<file path="config.mk">
export PLATFORM = sky130hd
export DESIGN_NAME = msc_mode_regs
export DESIGN_NICKNAME = d
export VERILOG_FILES = /design/src/msc_pkg.sv /design/src/msc_volt_decode.sv /design/src/msc_mode_regs.sv
export SDC_FILE = /design/constraint.sdc
export NUM_CORES = 1
export LEC_CHECK = 0
export BUFFER_PORTS_ARGS = -buffer_cell sky130_fd_sc_hd__buf_4
export CORE_UTILIZATION = 40
export DETAILED_ROUTE_END_ITERATION = 6
export HOLD_SLACK_MARGIN = 0.08
export PLACE_DENSITY = 0.59
export RECOVER_POWER = 100
export SETUP_SLACK_MARGIN = 0.05
export SLEW_MARGIN = 20
export SYNTH_ARGS = -nofsm -noshare
export SYNTH_HDL_FRONTEND = slang
export SYNTH_SLANG_ARGS = --single-unit
</file>
<file path="constraint.sdc">
create_clock -name ref_clk -period 7.3 [get_ports ref_clk]
set_clock_uncertainty 0.2 [all_clocks]
set_input_delay 0.365 -clock ref_clk [delete_from_list [all_inputs] [get_ports ref_clk]]
set_output_delay 0.365 -clock ref_clk [all_outputs]
set_load 0.02 [all_outputs]
</file>
<file path="src/msc_pkg.sv">
// Package for the mode-setting configuration registers.
// Assumes an I2C target elsewhere turns bus frames into byte writes and reads.
package msc_pkg;
  // Register offsets
  localparam logic [7:0] ADDR_M2_P2 = 8'h2c;  // Enables and always-on voltage
  localparam logic [7:0] ADDR_M2_P3 = 8'h2d;  // Watchdog and system regulator
  localparam logic [7:0] ADDR_M3_P0 = 8'h2e;  // Ship, source select, core buck
  // Reset values
  localparam logic [7:0] RST_M2_P2  = 8'h4f;
  localparam logic [7:0] RST_M2_P3  = 8'h0c;
  localparam logic [7:0] RST_M3_P0  = 8'h1c;
  // Field positions
  localparam int AON_CODE_LSB  = 4;
  localparam int CORE_ON_BIT   = 3;
  localparam int SBUCK_ON_BIT  = 2;
  localparam int AON_ON_BIT    = 1;
  localparam int SREG_ON_BIT   = 0;
  localparam int WD_LSB        = 6;
  localparam int SREG_OFS_BIT  = 5;
  localparam int SHIP_BIT      = 7;
  localparam int SRC_PINS_BIT  = 6;
  // Mode settings
  localparam logic [1:0] MODE_2 = 2'h2;
  localparam logic [1:0] MODE_3 = 2'h3;
  // Voltage scale in millivolts
  localparam logic [11:0] MV_STEP      = 12'h019;  // 25 mV
  localparam logic [11:0] MV_AON_BASE  = 12'h6a4;  // 1700 mV
  localparam logic [11:0] MV_AON_MAX   = 12'h76c;  // 1900 mV
  localparam logic [3:0]  AON_TOP_CODE = 4'h8;
  localparam logic [11:0] MV_SYS_BASE  = 12'h5dc;  // 1500 mV
  localparam logic [4:0]  SYS_TOP_CODE = 5'h18;    // 2100 mV
  localparam logic [11:0] MV_OFFSET    = 12'h4b0;  // 1200 mV
  localparam logic [11:0] MV_CORE_BASE = 12'h1f4;  // 500 mV
  localparam logic [5:0]  CORE_TOP     = 6'h28;    // 1500 mV
  localparam logic [11:0] MV_CORE_MAX  = 12'h5dc;  // 1500 mV
  localparam logic [11:0] MV_CORE_FIX  = 12'h708;  // 1800 mV
  // Watchdog base period in seconds
  localparam int WD_BASE_S = 16;
endpackage : msc_pkg

</file>
<file path="src/msc_volt_decode.sv">
// Code to millivolt decoders for the regulator voltage fields.
// Assumes codes are stable register outputs; purely combinational.
`timescale 1ns/100ps
module msc_volt_decode (
  input  wire logic [3:0]  aon_code,
  input  wire logic [4:0]  sreg_code,
  input  wire logic        sreg_ofs,
  input  wire logic [4:0]  sbuck_code,
  input  wire logic        sbuck_ofs,
  input  wire logic [5:0]  core_code,
  output logic      [11:0] aon_mv,
  output logic      [11:0] sreg_mv,
  output logic      [11:0] sbuck_mv,
  output logic      [11:0] core_mv
);
  // Saturating 25 mV ladder from 1.5 V, plus optional 1.2 V offset
  function automatic logic [11:0] sys_mv(input logic [4:0] c, input logic ofs);
    logic [4:0] cc;
    cc = (c > msc_pkg::SYS_TOP_CODE) ? msc_pkg::SYS_TOP_CODE : c;
    return 12'(msc_pkg::MV_SYS_BASE + 12'(cc) * msc_pkg::MV_STEP
               + (ofs ? msc_pkg::MV_OFFSET : 12'h000));
  endfunction : sys_mv

  // Decoders
  always_comb begin
    aon_mv = (aon_code > msc_pkg::AON_TOP_CODE) ? msc_pkg::MV_AON_MAX
           : 12'(msc_pkg::MV_AON_BASE + 12'(aon_code) * msc_pkg::MV_STEP);
    sreg_mv  = sys_mv(sreg_code, sreg_ofs);
    sbuck_mv = sys_mv(sbuck_code, sbuck_ofs);
    if (core_code == 6'h3f) begin
      core_mv = msc_pkg::MV_CORE_FIX;
    end else if (core_code > msc_pkg::CORE_TOP) begin
      core_mv = msc_pkg::MV_CORE_MAX;
    end else begin
      core_mv = 12'(msc_pkg::MV_CORE_BASE + 12'(core_code) * msc_pkg::MV_STEP);
    end
  end
endmodule : msc_volt_decode

</file>
<file path="src/msc_mode_regs.sv">
// Mode setting 2 (parts 2, 3) and mode setting 3 (part 0) configuration registers.
// Assumes a byte register port from the I2C target and synchronous inputs.
//
// Summary of operation
// - Bits 7:4 code always-on voltage, saturating 1.9 V
// - Bits 3:0 enable four regulators, reset on
// - Watchdog field: off, 16, 32, 64 seconds
// - Offset bit adds 1.2 V to system regulator
// - System regulator code, 25 mV from 1.5 V
// - System buck code, 25 mV, capped 2.1 V
// - Ship bit enters ship mode in setting 3
// - Source bit picks pins or register bits
// - Core buck code 0.5-1.5 V, top 1.8 V
// - All three registers read and write back
// - System buck offset bit adds 1.2 V
`timescale 1ns/100ps
module msc_mode_regs #(
  parameter int TICKS_PER_S = 10_000_000  // Clock cycles per second
) (
  input  wire logic        ref_clk,
  input  wire logic        nrst,
  input  wire logic [7:0]  reg_addr,
  input  wire logic [7:0]  reg_wdata,
  input  wire logic        reg_wr,
  input  wire logic        reg_rd,
  output logic      [7:0]  reg_rdata,
  input  wire logic        mode_pin_a,
  input  wire logic        mode_pin_b,
  input  wire logic        mode_reg_bit_a,
  input  wire logic        mode_reg_bit_b,
  input  wire logic [4:0]  system_buck_code_m2,
  input  wire logic        system_buck_offset_m2,
  input  wire logic        wd_kick,
  output logic      [1:0]  active_mode,
  output logic             core_buck_on,
  output logic             system_buck_on,
  output logic             aon_reg_on,
  output logic             system_reg_on,
  output logic      [11:0] aon_reg_mv,
  output logic      [11:0] system_reg_mv,
  output logic      [11:0] system_buck_mv,
  output logic      [11:0] core_buck_mv,
  output logic             ship_mode,
  output logic             wd_expire
);
  // Largest period is 64 s; the counter must hold it
  localparam longint WD_MAX = longint'(TICKS_PER_S) * msc_pkg::WD_BASE_S * 4;
  // Refuse tick counts the 32-bit counter cannot serve
  if (TICKS_PER_S < 1 || WD_MAX >= 64'h0000_0000_ffff_ffff) begin : g_bad_ticks
    $error("TICKS_PER_S out of range");
  end

  // Register file state
  logic [7:0]  m2p2_r, m2p2_nxt;        // Enables and always-on code
  logic [7:0]  m2p3_r, m2p3_nxt;        // Watchdog and system regulator
  logic [7:0]  m3p0_r, m3p0_nxt;        // Ship, source, core buck
  logic [7:0]  rdata_r, rdata_nxt;      // Read data holding register
  logic [1:0]  mode_r, mode_nxt;        // Active mode setting
  // Output state
  logic [3:0]  en_r, en_nxt;            // Gated regulator enables
  logic [11:0] aon_r, aon_nxt;
  logic [11:0] sreg_r, sreg_nxt;
  logic [11:0] sbuck_r, sbuck_nxt;
  logic [11:0] core_r, core_nxt;
  logic        ship_r, ship_nxt;
  // Watchdog state
  logic [31:0] wd_cnt_r, wd_cnt_nxt;    // Cycles since last kick or expiry
  logic        wd_exp_r, wd_exp_nxt;    // Expiry pulse
  logic [31:0] wd_limit;                // Cycles in chosen period
  logic        wd_run;                  // Watchdog counting
  // Decoded field names
  logic [1:0]  watchdog_period_m2;
  logic        mode_source_is_pins_m3;
  logic [11:0] dec_aon, dec_sreg, dec_sbuck, dec_core;

  assign watchdog_period_m2     = m2p3_r[msc_pkg::WD_LSB +: 2];
  assign mode_source_is_pins_m3 = m3p0_r[msc_pkg::SRC_PINS_BIT];

  // Voltage decoders
  msc_volt_decode u_dec (
    .aon_code   (m2p2_r[msc_pkg::AON_CODE_LSB +: 4]),
    .sreg_code  (m2p3_r[4:0]),
    .sreg_ofs   (m2p3_r[msc_pkg::SREG_OFS_BIT]),
    .sbuck_code (system_buck_code_m2),
    .sbuck_ofs  (system_buck_offset_m2),
    .core_code  (m3p0_r[5:0]),
    .aon_mv     (dec_aon),
    .sreg_mv    (dec_sreg),
    .sbuck_mv   (dec_sbuck),
    .core_mv    (dec_core)
  );

  // Register writes, reads and mode selection
  always_comb begin
    m2p2_nxt  = m2p2_r;
    m2p3_nxt  = m2p3_r;
    m3p0_nxt  = m3p0_r;
    rdata_nxt = rdata_r;
    if (reg_wr) begin
      case (reg_addr)
        msc_pkg::ADDR_M2_P2: m2p2_nxt = reg_wdata;
        msc_pkg::ADDR_M2_P3: m2p3_nxt = reg_wdata;
        msc_pkg::ADDR_M3_P0: m3p0_nxt = reg_wdata;
        default: ;                                 // Unmapped write ignored
      endcase
    end
    if (reg_rd) begin
      case (reg_addr)
        msc_pkg::ADDR_M2_P2: rdata_nxt = m2p2_r;
        msc_pkg::ADDR_M2_P3: rdata_nxt = m2p3_r;
        msc_pkg::ADDR_M3_P0: rdata_nxt = m3p0_r;
        default:             rdata_nxt = 8'h00;    // Unmapped reads zero
      endcase
    end
    // Pins or register bits, never a mix
    if (mode_source_is_pins_m3) begin
      mode_nxt = {mode_pin_b, mode_pin_a};
    end else begin
      mode_nxt = {mode_reg_bit_b, mode_reg_bit_a};
    end
  end

  // Mode-gated controls
  always_comb begin
    en_nxt    = 4'h0;
    aon_nxt   = 12'h000;
    sreg_nxt  = 12'h000;
    sbuck_nxt = 12'h000;
    core_nxt  = 12'h000;
    ship_nxt  = 1'b0;
    if (mode_r == msc_pkg::MODE_2) begin
      en_nxt    = m2p2_r[3:0];
      aon_nxt   = dec_aon;
      sreg_nxt  = dec_sreg;
      sbuck_nxt = dec_sbuck;
    end
    if (mode_r == msc_pkg::MODE_3) begin
      core_nxt  = dec_core;
      ship_nxt  = m3p0_r[msc_pkg::SHIP_BIT];
    end
  end

  // Watchdog period and counter
  always_comb begin
    wd_limit   = 32'(TICKS_PER_S * msc_pkg::WD_BASE_S) << (watchdog_period_m2 - 2'h1);
    wd_run     = (mode_r == msc_pkg::MODE_2) && (watchdog_period_m2 != 2'h0);
    wd_exp_nxt = 1'b0;
    wd_cnt_nxt = wd_cnt_r;
    if (!wd_run || wd_kick) begin
      wd_cnt_nxt = 32'h0000_0000;
    end else if (wd_cnt_r >= wd_limit - 32'h0000_0001) begin
      wd_cnt_nxt = 32'h0000_0000;
      wd_exp_nxt = 1'b1;
    end else begin
      wd_cnt_nxt = wd_cnt_r + 32'h0000_0001;
    end
  end

  // Register file and mode state
  always_ff @(posedge ref_clk or negedge nrst) begin
    if (!nrst) begin
      m2p2_r   <= msc_pkg::RST_M2_P2;
      m2p3_r   <= msc_pkg::RST_M2_P3;
      m3p0_r   <= msc_pkg::RST_M3_P0;
      rdata_r  <= 8'h00;
      mode_r   <= 2'h0;
    end else begin
      m2p2_r   <= m2p2_nxt;
      m2p3_r   <= m2p3_nxt;
      m3p0_r   <= m3p0_nxt;
      rdata_r  <= rdata_nxt;
      mode_r   <= mode_nxt;
    end
  end

  // Gated control outputs
  always_ff @(posedge ref_clk or negedge nrst) begin
    if (!nrst) begin
      en_r     <= 4'h0;
      aon_r    <= 12'h000;
      sreg_r   <= 12'h000;
      sbuck_r  <= 12'h000;
      core_r   <= 12'h000;
      ship_r   <= 1'b0;
    end else begin
      en_r     <= en_nxt;
      aon_r    <= aon_nxt;
      sreg_r   <= sreg_nxt;
      sbuck_r  <= sbuck_nxt;
      core_r   <= core_nxt;
      ship_r   <= ship_nxt;
    end
  end

  // Watchdog counter and expiry pulse
  always_ff @(posedge ref_clk or negedge nrst) begin
    if (!nrst) begin
      wd_cnt_r <= 32'h0000_0000;
      wd_exp_r <= 1'b0;
    end else begin
      wd_cnt_r <= wd_cnt_nxt;
      wd_exp_r <= wd_exp_nxt;
    end
  end

  // Outputs
  assign reg_rdata      = rdata_r;
  assign active_mode    = mode_r;
  assign core_buck_on   = en_r[msc_pkg::CORE_ON_BIT];
  assign system_buck_on = en_r[msc_pkg::SBUCK_ON_BIT];
  assign aon_reg_on     = en_r[msc_pkg::AON_ON_BIT];
  assign system_reg_on  = en_r[msc_pkg::SREG_ON_BIT];
  assign aon_reg_mv     = aon_r;
  assign system_reg_mv  = sreg_r;
  assign system_buck_mv = sbuck_r;
  assign core_buck_mv   = core_r;
  assign ship_mode      = ship_r;
  assign wd_expire      = wd_exp_r;

  // Checks
  AST_WRITE_M2P3: assert property (@(posedge ref_clk) disable iff (!nrst)
    reg_wr && reg_addr == msc_pkg::ADDR_M2_P3 |=> m2p3_r == $past(reg_wdata))
    else $error("Write to watchdog register lost");
  AST_READ_M3P0: assert property (@(posedge ref_clk) disable iff (!nrst)
    reg_rd && reg_addr == msc_pkg::ADDR_M3_P0 |=> reg_rdata == $past(m3p0_r))
    else $error("Read of ship register wrong");
  AST_AON_SAT: assert property (@(posedge ref_clk) disable iff (!nrst)
    mode_r == 2'h2 && m2p2_r[7:4] > 4'h8 |=> aon_reg_mv == 12'd1900)
    else $error("Always-on voltage not capped at 1900 mV");
  AST_EN_GATED: assert property (@(posedge ref_clk) disable iff (!nrst)
    mode_r == 2'h2 |=> {core_buck_on, system_buck_on, aon_reg_on, system_reg_on}
                       == $past(m2p2_r[3:0]))
    else $error("Mode 2 enables not passed");
  AST_SREG_OFS: assert property (@(posedge ref_clk) disable iff (!nrst)
    mode_r == 2'h2 && m2p3_r[5] && m2p3_r[4:0] == 5'h00 |=> system_reg_mv == 12'd2700)
    else $error("Offset not added to system regulator");
  AST_SREG_TOP: assert property (@(posedge ref_clk) disable iff (!nrst)
    mode_r == 2'h2 && m2p3_r[5:0] == 6'h1f |=> system_reg_mv == 12'd2100)
    else $error("System regulator code not capped");
  AST_SBUCK: assert property (@(posedge ref_clk) disable iff (!nrst)
    mode_r == 2'h2 && !system_buck_offset_m2 && system_buck_code_m2 == 5'h0c
    |=> system_buck_mv == 12'd1800)
    else $error("System buck default not 1800 mV");
  AST_SBUCK_OFS: assert property (@(posedge ref_clk) disable iff (!nrst)
    mode_r == 2'h2 && system_buck_offset_m2 && system_buck_code_m2 == 5'h18
    |=> system_buck_mv == 12'd3300)
    else $error("System buck offset wrong");
  AST_SHIP: assert property (@(posedge ref_clk) disable iff (!nrst)
    ship_mode |-> $past(mode_r) == 2'h3 && $past(m3p0_r[7]))
    else $error("Ship mode outside mode 3");
  AST_SOURCE: assert property (@(posedge ref_clk) disable iff (!nrst)
    m3p0_r[6] |=> active_mode == $past({mode_pin_b, mode_pin_a}))
    else $error("Pins not used as mode source");
  AST_CORE: assert property (@(posedge ref_clk) disable iff (!nrst)
    mode_r == 2'h3 && m3p0_r[5:0] == 6'h3f |=> core_buck_mv == 12'd1800)
    else $error("Core buck top code not 1800 mV");
  AST_GATE: assert property (@(posedge ref_clk) disable iff (!nrst)
    mode_r != 2'h2 |=> !core_buck_on && aon_reg_mv == 12'h000 && !wd_expire)
    else $error("Mode 2 fields leak outside mode 2");
  AST_WD_OFF: assert property (@(posedge ref_clk) disable iff (!nrst)
    m2p3_r[7:6] == 2'h0 |=> wd_cnt_r == 32'h0 && !wd_expire)
    else $error("Disabled watchdog counting");
endmodule : msc_mode_regs

</file>
* Word-level counts from Yosys, hierarchy flattened *
Cells that the tools add are included.

word-level totals
  flip-flop bits (word level) = 120
  input port bits = 31
  output and inout bits = 64
  logic and storage cells = 64

operators by class
  $add $sub $neg = 9
  multipliers = 4
  order comparisons = 5
  equal/unequal tests = 6
  shifts and indexed selects = 1
  multiplexer cells = 19
  reductions and logical operators = 7

operators with widths
  cell                                                                   count
  12-bit 2-to-1 mux                                                      7
  32-bit 2-to-1 mux                                                      2
  32-bit by 1-bit adder with 32-bit output, second input constant        1
  32-bit greater-or-equal comparator                                     1
  28-bit by 2-bit << shifter with 32-bit output, first input constant    1
  32-bit by 1-bit subtractor with 32-bit output, second input constant   1
  11-bit by 10-bit adder with 12-bit output, first input constant        2
  12-bit adder                                                           2
  8-bit by 6-bit equality test with 1-bit output, second input constant  3
  8-bit one-hot mux with 3 select lines                                  1
  11-bit 2-to-1 mux                                                      2
  5-bit by 5-bit multiplier with 10-bit output, second input constant    2
  11-bit by 9-bit adder with 12-bit output, first input constant         1
  9-bit by 11-bit adder with 12-bit output, first input constant         1
  6-bit by 5-bit multiplier with 11-bit output, second input constant    1
  5-bit greater-than comparator, second input constant                   2
  5-bit 2-to-1 mux                                                       2
  4-bit by 5-bit multiplier with 9-bit output, second input constant     1
  6-bit equality test, second input constant                             1
  6-bit greater-than comparator, second input constant                   1
  2-bit AND reduction                                                    3
  2-bit equality test, second input constant                             2
  4-bit greater-than comparator, second input constant                   1
  4-bit 2-to-1 mux                                                       1
  7 further kinds                                                        9

* Depth between registers and ports, before layout *
Gate-level depths: netlist of run 1.

  depth in word-level cells = 6
  mapped depth = 18
  depth with buffers taken out = 18

* By module *
From an unflattened synthesis of run 1, not the netlist that was laid out.

unflattened totals
  cells, all modules = 746
  area total of the unflattened synthesis = 7836.3 µm²

modules (own cells, without submodules)
  module           times used  cells an instance  area an instance (µm²)
  msc_mode_regs    1           451                5401.4
  msc_volt_decode  1           295                2434.8

* Worst setup path after synthesis of run 1 *
OpenSTA, ideal clock, no wires.

  path kind = reg-to-reg
  from = register m2p3_r[3]
  to = register sreg_r[11], in the netlist system_reg_mv[11]
  arrival = 3.717 ns
  setup slack = 3.305 ns
  cell stages (with the launch flop) = 16
  buffers on the path = 0
  cells stage by stage = dfstp_2 ha_1 or2_2 inv_1 ha_1 fa_1 inv_1 ha_1 fa_1 ha_1 nor2b_1 o21ai_1 a21boi_1 o21a_1 or3_1 a21oi_1

on the way
  word-level cells in the longest chain between the ends = 6

RTL lines
  element                                           line                   RTL
  from (decl)                                       msc_mode_regs.sv:55    logic [7:0] m2p3_r, m2p3_nxt;
  from (signal assigned)                            msc_mode_regs.sv:163   m2p3_r <= msc_pkg::RST_M2_P3;
  from (signal assigned)                            msc_mode_regs.sv:169   m2p3_r <= m2p3_nxt;
  5-bit greater-than comparator                     msc_volt_decode.sv:19  cc = (c > msc_pkg::SYS_TOP_CODE) ? msc_pkg::SYS_TOP_CODE : c;
  5-bit 2-to-1 mux (*)                              msc_volt_decode.sv:19
  5-bit by 5-bit multiplier with 10-bit output (*)  msc_volt_decode.sv:20  return 12'(msc_pkg::MV_SYS_BASE + 12'(cc) * msc_pkg::MV_STEP
  11-bit by 10-bit adder with 12-bit output (*)     msc_volt_decode.sv:20
  12-bit adder (*)                                  msc_volt_decode.sv:21  + (ofs ? msc_pkg::MV_OFFSET : 12'h000));
  12-bit 2-to-1 mux (*)                             msc_mode_regs.sv:131   if (mode_r == msc_pkg::MODE_2) begin
  named net sreg_nxt[11]                            msc_mode_regs.sv:62    logic [11:0] sreg_r, sreg_nxt;
  to (signal assigned)                              msc_mode_regs.sv:188   sreg_r <= sreg_nxt;
  to (decl)                                         msc_mode_regs.sv:62

Mark *: on every way through the listed nets, which the timed path passes. The rest lies on a longest branch.
A chain may end at the register's enable or synchronous reset.

* Final worst setup path of run 1 *
  from = register m2p3_r[6]
  to = register wd_cnt_r[0]

on the way
  word-level cells in the longest chain between the ends = 6
  elaborated cells between the ends (all ways) = 10

RTL lines
  element                                        line                  RTL
  2-bit by 1-bit subtractor with 2-bit output    msc_mode_regs.sv:145  wd_limit = 32'(TICKS_PER_S * msc_pkg::WD_BASE_S) << (watchdog_period_m2 - 2'h1);
  28-bit by 2-bit << shifter with 32-bit output  msc_mode_regs.sv:145
  32-bit by 1-bit subtractor with 32-bit output  msc_mode_regs.sv:151  end else if (wd_cnt_r >= wd_limit - 32'h0000_0001) begin
  32-bit greater-or-equal comparator             msc_mode_regs.sv:151
  32-bit 2-to-1 mux                              msc_mode_regs.sv:151
  32-bit 2-to-1 mux (*)                          msc_mode_regs.sv:149  if (!wd_run || wd_kick) begin
  named net wd_cnt_nxt[0]                        msc_mode_regs.sv:67   logic [31:0] wd_cnt_r, wd_cnt_nxt;
  to (signal assigned)                           msc_mode_regs.sv:201  wd_cnt_r <= wd_cnt_nxt;
  to (decl)                                      msc_mode_regs.sv:67

Marked as above.

==> flow_summary.yaml, run 1 <==
status:
  outcome: "finished with violations"
  violations: "max-capacitance violations, max-slew violations"
final_layout:
  final_cell_area_um2: 9056
  areaGrowthSynthToFinish_pct: 19.01
  fillCellCount: 1820
  num-nets-final: 1009
  diodes: 0
  drive_gt1_share_pct: 13.70
logic_synthesis:
  seq_area_frac_synth_pct: 39.63
  synth.top_cells.by_count: "ha_1, dfrtp_1, inv_1"
  synth_flop_cell: "dfrtp_1"
  synth_cells: 722
  ys_seq_elements: 120
  synth_nets: 890
  synth_largest_area_cell: "dfrtp_1"
  synthTopCellsByArea: "dfrtp_1, ha_1, inv_1, fa_1, dfstp_2"
  syn_area_um2: 7610
  yosys.area.top_type_share_pct: 36.17
  yosysUniqueCellTypes: 52
  synthArstFlopShare_pct: 100.0
  synth_area_per_cell_um2: 10.54
  yosysMostFrequentCell: "ha_1"
  synth_edf_count: 0
  ys_warn_count: 0
place:
  dpl.hpwl_um: 11600
  gp_routability_congestion: 0.7951
  place_area_um2: 8542
  portBuffers: 94
pwr:
  p_seq_share_pct: 36.7
  max-vdd-ir-drop_uv: 156.3
  power_density_nw_per_um2: 215.0
  clock_power_share_pct: 45.7
  comb_power_share_pct: 17.6
  switching_share_pct: 28.51
  internal_power_mw: 1.392
  power.total_mw: 1.947
  switchingPower_mw: 0.5552
  leakage_nw: 4.388
clock_network:
  cts.sinks: 120
  insertion_delay_ns: 0.42
  path_clk_slew_ns: 0.06
  numCtsBuffers: 17
  post_cts_resized: 0
  cts-root-buf: "clkbuf_16"
  h-tree-depth: 4
  cts_tree: "done"
  cts_buffer_depth: 2
critical_path:
  r2r-start: "m2p3_r[6]$_DFFE_PN0P_"
  cp_max_fo: 32
  arrival_ns: 4.97
  cp-start-kind: "register"
  crit_type: "reg -> reg"
  r2r_end: "wd_cnt_r[0]$_DFF_PN0_"
  r2r_setup_slack_ns: 2.44
  worst_setup_path_end_kind: "register"
  r2r_cells: 11
  crit_required_ns: 7.40
flow_run:
  drv_cap: 3
route:
  post-route-drc-count: 0
  first_iter_violations: 209
  drtPass1Iterations: 4
  viasPerCell: 4.846
  ant_nets: 0
  wl_per_cell_um: 14.41
  finalWirelength_um: 15680
  via_count: 5272
floorplan:
  die_w_um: 139.9
  die-height_um: 139.9
  ioPinCount: 95
  die_area_um2: 19580
  start_util_pct: 40.68
  rows: 50
  core_region_area_um2: 18710
timing:
  fin_crit_sh_pct: 66.62
  setup_viol_count_final: 0
  worst_pin_slew_ns: 3.594
  max-slew-margin-rel_pct: -139.6
  slew_violations: 132
  setup_tns_ns: 0
  layout_min_cycle_time_ns: 4.864
  hold_viol_final: 0
  max_freq_ghz: 0.2056
  rsz0062_at_grt: "no"
min_path:
  hold_depth: 3
  hold_class: "in -> reg"
  hold_start: "system_buck_code_m2[2]"
  hold_path_end: "system_buck_mv[2]$_DFF_PN0_"
grt:
  grt_usage_pct: 17.66
  grt_start_max_net_pins: 68
  grt_pass1_wl_um: 27090
  antenna_found_initial: 0
  grt_pass1_vias: 5478
  overflow: 0
## registers in the layout, indices dropped and copies added, names as in the netlist
register and cells:
wd_cnt_r 32, aon_reg_mv 12, core_buck_mv 12, system_buck_mv 12
system_reg_mv 12, m2p2_r 8, m2p3_r 8, m3p0_r 8
reg_rdata 8, en_r 4, active_mode 2, ship_mode 1
wd_expire 1
## layout make-up
class / instances / area, µm² / area share, %
Multi-Input combinational cell: 506 / 4177 / 46.12
Inverter: 83 / 311.5 / 3.440
Clock inverter: 14 / 187.7 / 2.072
Clock buffer: 18 / 439.2 / 4.849
Sequential cell: 120 / 3015 / 33.30
Timing Repair Buffer: 113 / 633.1 / 6.991
Tap cell: 234 / 292.8 / 3.233
## how the worst max path moves through the flow
stage                          startpoint                           to  depth (start not counted)
global placement    m2p3_r[3]$_DFFE_PN1P_  system_reg_mv[11]$_DFF_PN0_                         15
detailed placement  m2p3_r[3]$_DFFE_PN1P_  system_reg_mv[11]$_DFF_PN0_                         15
finish              m2p3_r[6]$_DFFE_PN0P_        wd_cnt_r[0]$_DFF_PN0_                         11
floorplan           m2p3_r[3]$_DFFE_PN1P_  system_reg_mv[11]$_DFF_PN0_                         15
CTS                 m2p3_r[3]$_DFFE_PN1P_  system_reg_mv[11]$_DFF_PN0_                         15
global route                         nrst   system_reg_mv[8]$_DFF_PN0_                          3
## power groups by stage
stage | logic, mW | registers (mW) | clock network, mW
5_1_grt | 0.400 | 0.718 | 0.938
3_3_place_gp | 0.357 | 0.728 | 0
3_5_place_dp | 0.356 | 0.727 | 0
6_report | 0.342 | 0.714 | 0.891
4_1_cts | 0.369 | 0.716 | 0.912
2_1_floorplan | 0.214 | 0.749 | 0
## through the flow
stage	util [%]	hold slack, ns	setup slack (ns)	instances
floorplan	-	-0.1306	3.305	722
global placement	45.67	0.2854	3.135	1039
detailed placement	45.67	0.2994	3.062	1039
CTS	49.93	0.09936	3.054	1088
global route	48.41	0.1987	1.478	1088
finish	48.41	0.1879	2.436	1088
## kinds of logic after synthesis
kind of cell,share of synthesized area (%)
AND/OR/NAND/NOR,14.45
adder cells (fa/ha/maj),24.01
flip-flops,39.63
buffers and inverters,5.163
AO/OA/AOI/OAI,7.103
XOR/XNOR,5.294
multiplexers,4.308
other,0.04928
## what timing repair did
action | in CTS | in global routing
endpoints found under the hold margin | 95 | 0
hold buffers | 17 | 0
endpoints found under the setup margin | 0 | 0
buffers inserted | 0 | 0
## layer usage
metal	GRT usage (%)	share of wire [%]	vias to the layer above
li1	-	-	2665
met1	22.50	47	2525
met2	29.37	49	71
met3	4.991	3.8	11
met4	4.685	0.95	0
met5	0	0	-
## cells in the final DEF (no fill, tap or decap), drive strengths merged, types with 20 or more instances in the layout
master  instances
clkbuf         90
mux2           22
ha            122
dfrtp         110
a21oi          37
o21ai          32
nor2           71
nor3           20
inv            89
buf            24
nand2          30
xor2           30
## worst max-delay path, stage by stage, from the launching register on
cell      delay (ns)
dfrtp_1         0.53
inv_1           0.15
ha_1            0.40
xnor2_1         0.27
inv_1           0.14
ha_1            0.31
and4_1          0.21
a21oi_1         0.14
o21ai_0         0.10
o311ai_0        0.45
nand3_1         1.39
nor2_2          0.45
Note: power is estimated with default switching activity, not from simulation.
==> run 2, diff against run 1 <==
Settings changed: ABC_AREA set to 1, PLACE_DENSITY 0.59 to 0.58.
Clock period 7.3 ns to 4.77 ns, I/O delays scaled along.
==> run 2 against run 1 <==
Net effect: the run still ends with max-capacitance violations, max-slew violations left; combinational power rose to 2.8 times the previous value; sequential power grew 58%; synthesized area up 9.6%; sequential share of layout area shrank 2.4 points; power increased by 71%; die area rose by 9.4%; via count up 30%; maximum frequency grew 16%; wire length up 29%; register-to-register slack worse by 1.9 ns; sequential cell count unchanged; utilization down 0.55 points; critical path type unchanged.
==> flow_summary.yaml, run 2 <==
logic_synthesis:
  synth_area_per_cell_um2: 7.973
  synthAdderAreaFrac_pct: 21.91
  yosysUniqueCellTypes: 40
  synthTopCellsByArea: "dfrtp_1, ha_1, nand2_1, inv_1, nor2_1"
  synthArstFlopShare_pct: 100.0
  synth_flop_cell: "dfrtp_1"
  synth_largest_area_cell: "dfrtp_1"
  synthXorXnorAreaFrac_pct: 1.050
  synth.top_cells.by_count: "nand2_1, inv_1, nor2_1"
  synth_edf_count: 0
  synth_compound_area_share_pct: 6.257
  synth_top_family_by_area: "simple AND/OR/NAND/NOR gates"
  synth_nets: 1214
  synth_cells: 1046
  seq_area_frac_synth_pct: 36.16
  syn_area_um2: 8339
  yosys.area.top_type_share_pct: 33.01
  yosysMostFrequentCell: "nand2_1"
  synth-simple-area-share_pct: 25.94
  ys_seq_elements: 120
  synthMuxAreaShare_pct: 0
  ys_warn_count: 0
floorplan:
  die_area_um2: 21430
  rows: 52
  core_region_area_um2: 20360
  die_w_um: 146.4
  start_util_pct: 40.95
  ioPinCount: 95
  die-height_um: 146.4
grt:
  grt_pass1_wl_um: 34090
  grt_pass1_vias: 6875
  grt_start_max_net_pins: 53
  grt_usage_pct: 20.30
  antenna_found_initial: 0
  overflow: 0
final_layout:
  regMostFlops: "wd_cnt_r"
  regArea_um2: 3015
  largest_reg_flops: 32
  diodes: 0
  most-common-layout-cells: "nand2_1, inv_1, nor2_1"
  fillCellCount: 2074
  drive_gt1_share_pct: 7.881
  multiInputGateArea_um2: 4542
  areaGrowthSynthToFinish_pct: 16.88
  num-nets-final: 1335
  layout_commonest_cell: "nand2_1"
critical_path:
  slowest_stage: "dfstp_2"
  worst_setup_path_end_kind: "register"
  cp_max_fo: 6
  crit_required_ns: 4.82
  slowest_delay_ns: 0.58
  crit_chain: "inv_1 -> nor2_1 -> nand3_1 -> nand2_1 -> inv_1 -> nor2_1 -> inv_1 -> ha_1 -> fa_1 -> inv_1 -> ha_1 -> fa_1 -> ha_1 -> inv_1 -> o31ai_1 -> xnor2_1 -> nor2_1"
  cpMostUsedCell: "inv_1"
  arrival_ns: 4.25
  cp-start-kind: "register"
  crit_type: "reg -> reg"
timing:
  slew_violations: 64
  rsz0062_at_grt: "no"
  max_freq_ghz: 0.2382
  setup_tns_ns: 0
  hold_viol_final: 0
  max-slew-margin-rel_pct: -20.46
  worst_pin_slew_ns: 1.807
  fin_crit_sh_pct: 88.01
  setup_viol_count_final: 0
  layout_min_cycle_time_ns: 4.198
  whs_ns: 0.1665
min_path:
  hold_class: "in -> reg"
pwr:
  power.total_mw: 3.333
  leakage_nw: 4.949
  power_density_nw_per_um2: 341.9
  max-vdd-ir-drop_uv: 214.7
place:
  gp_routability_congestion: 0.8759
  dpl.hpwl_um: 15330
  portBuffers: 94
clock_network:
  path_clk_slew_ns: 0.06
  cts_tree: "done"
  numCtsBuffers: 17
  h-tree-depth: 4
  cts-root-buf: "clkbuf_16"
  cts_buffer_depth: 2
  cts.sinks: 120
  insertion_delay_ns: 0.42
route:
  viasPerCell: 4.738
  ant_nets: 0
  first_iter_violations: 384
  finalWirelength_um: 20250
  drtPass1Iterations: 4
  post-route-drc-count: 0
  via_count: 6870
  wl_per_cell_um: 13.96
flow_run:
  drv_cap: 2
status:
  outcome: "finished with violations"
  violations: "max-capacitance violations, max-slew violations"
==> run 2: changes by cell type after synthesis, sizes merged, moves of 10 or more <==
| cell | previous run | this run |
|---|---|---|
| mux2 | 22 | 0 |
| and3 | 10 | 0 |
| nand3 | 18 | 89 |
| inv | 83 | 162 |
| xor2 | 30 | 3 |
| nor2b | 12 | 1 |
| nand2 | 30 | 233 |
| nor2 | 71 | 153 |
| o21ai | 32 | 53 |
==> run 2: cells by family (layout without fill, tap and decap cells) <==
logic type	Yosys count	count (layout)
buffers and inverters	178	312
flip-flops	120	120
other	1	1
XOR/XNOR	10	10
adder cells (fa/ha/maj)	137	137
AO/OA/AOI/OAI	97	97
AND/OR/NAND/NOR	503	503
==> run 2: final timing paths <==
check                                 startpoint                         end  slack [ns]  depth (start not counted)
max                        m2p3_r[3]$_DFFE_PN1P_  system_reg_mv[9]$_DFF_PN0_        0.57                         17
min                                      wd_kick       wd_cnt_r[2]$_DFF_PN0_        0.17                          5
max reg2reg                m2p3_r[3]$_DFFE_PN1P_  system_reg_mv[9]$_DFF_PN0_        0.57                         17
min reg2reg                m2p2_r[3]$_DFFE_PN1P_           en_r[3]$_DFF_PN0_        0.31                          2
max in group asynchronous                   nrst       m2p2_r[7]$_DFFE_PN0P_        1.63                          3
min in group asynchronous                   nrst    active_mode[1]$_DFF_PN0_        0.64                          2
==> run 2: power breakdown <==
group	switching, mW	internal [mW]
registers	0.0426	1.09
clock network	0.503	0.749
logic	0.596	0.349
total	1.14	2.19
==> run 2: per-layer routing <==
layer	part of all wire, %	global-route usage [%]	wire, µm
met3	5.0	4.844	1010
met1	48	27.37	9681
met2	46	32.57	9308
met5	0	0	0
met4	1.2	5.365	248
==> run 2: what timing repair did <==
item | CTS | global route
setup buffers | 0 | 0
hold buffers | 19 | 0
resized for setup | 0 | 0
endpoints found under the hold margin | 68 | 0
setup endpoints to repair | 0 | 0
==> run 2: worst max-delay path: cells and delay by family, from the launching register on <==
kind,cells,cell delay [ns]
fa+ha+maj,5,1.83
simple gates,5,0.61
flops,1,0.58
buf+inv,5,0.37
compound gates,1,0.28
xor+xnor,1,0.16
==> run 2: layout make-up <==
| cell class | instances | share of cell area (%) |
|---|---|---|
| timing repair buffer | 118 | 6.868 |
| sequential | 120 | 30.94 |
| multi-input combinational | 748 | 46.60 |
| clock buffer | 20 | 4.685 |
| clock inverter | 12 | 1.207 |
| tap | 270 | 3.466 |
| inverter | 162 | 6.239 |
==> run 2: metrics by stage <==
stage               util [%]  area (µm²)  setup WS (ns)  cells
finish                 47.86        9747         0.5717   1450
global route           47.86        9747         0.2084   1450
CTS                    49.46       10070         0.6221   1450
detailed placement     45.71        9308         0.6326   1399
global placement       45.71        9308         0.7412   1399
floorplan                  -        8339         0.9799   1046
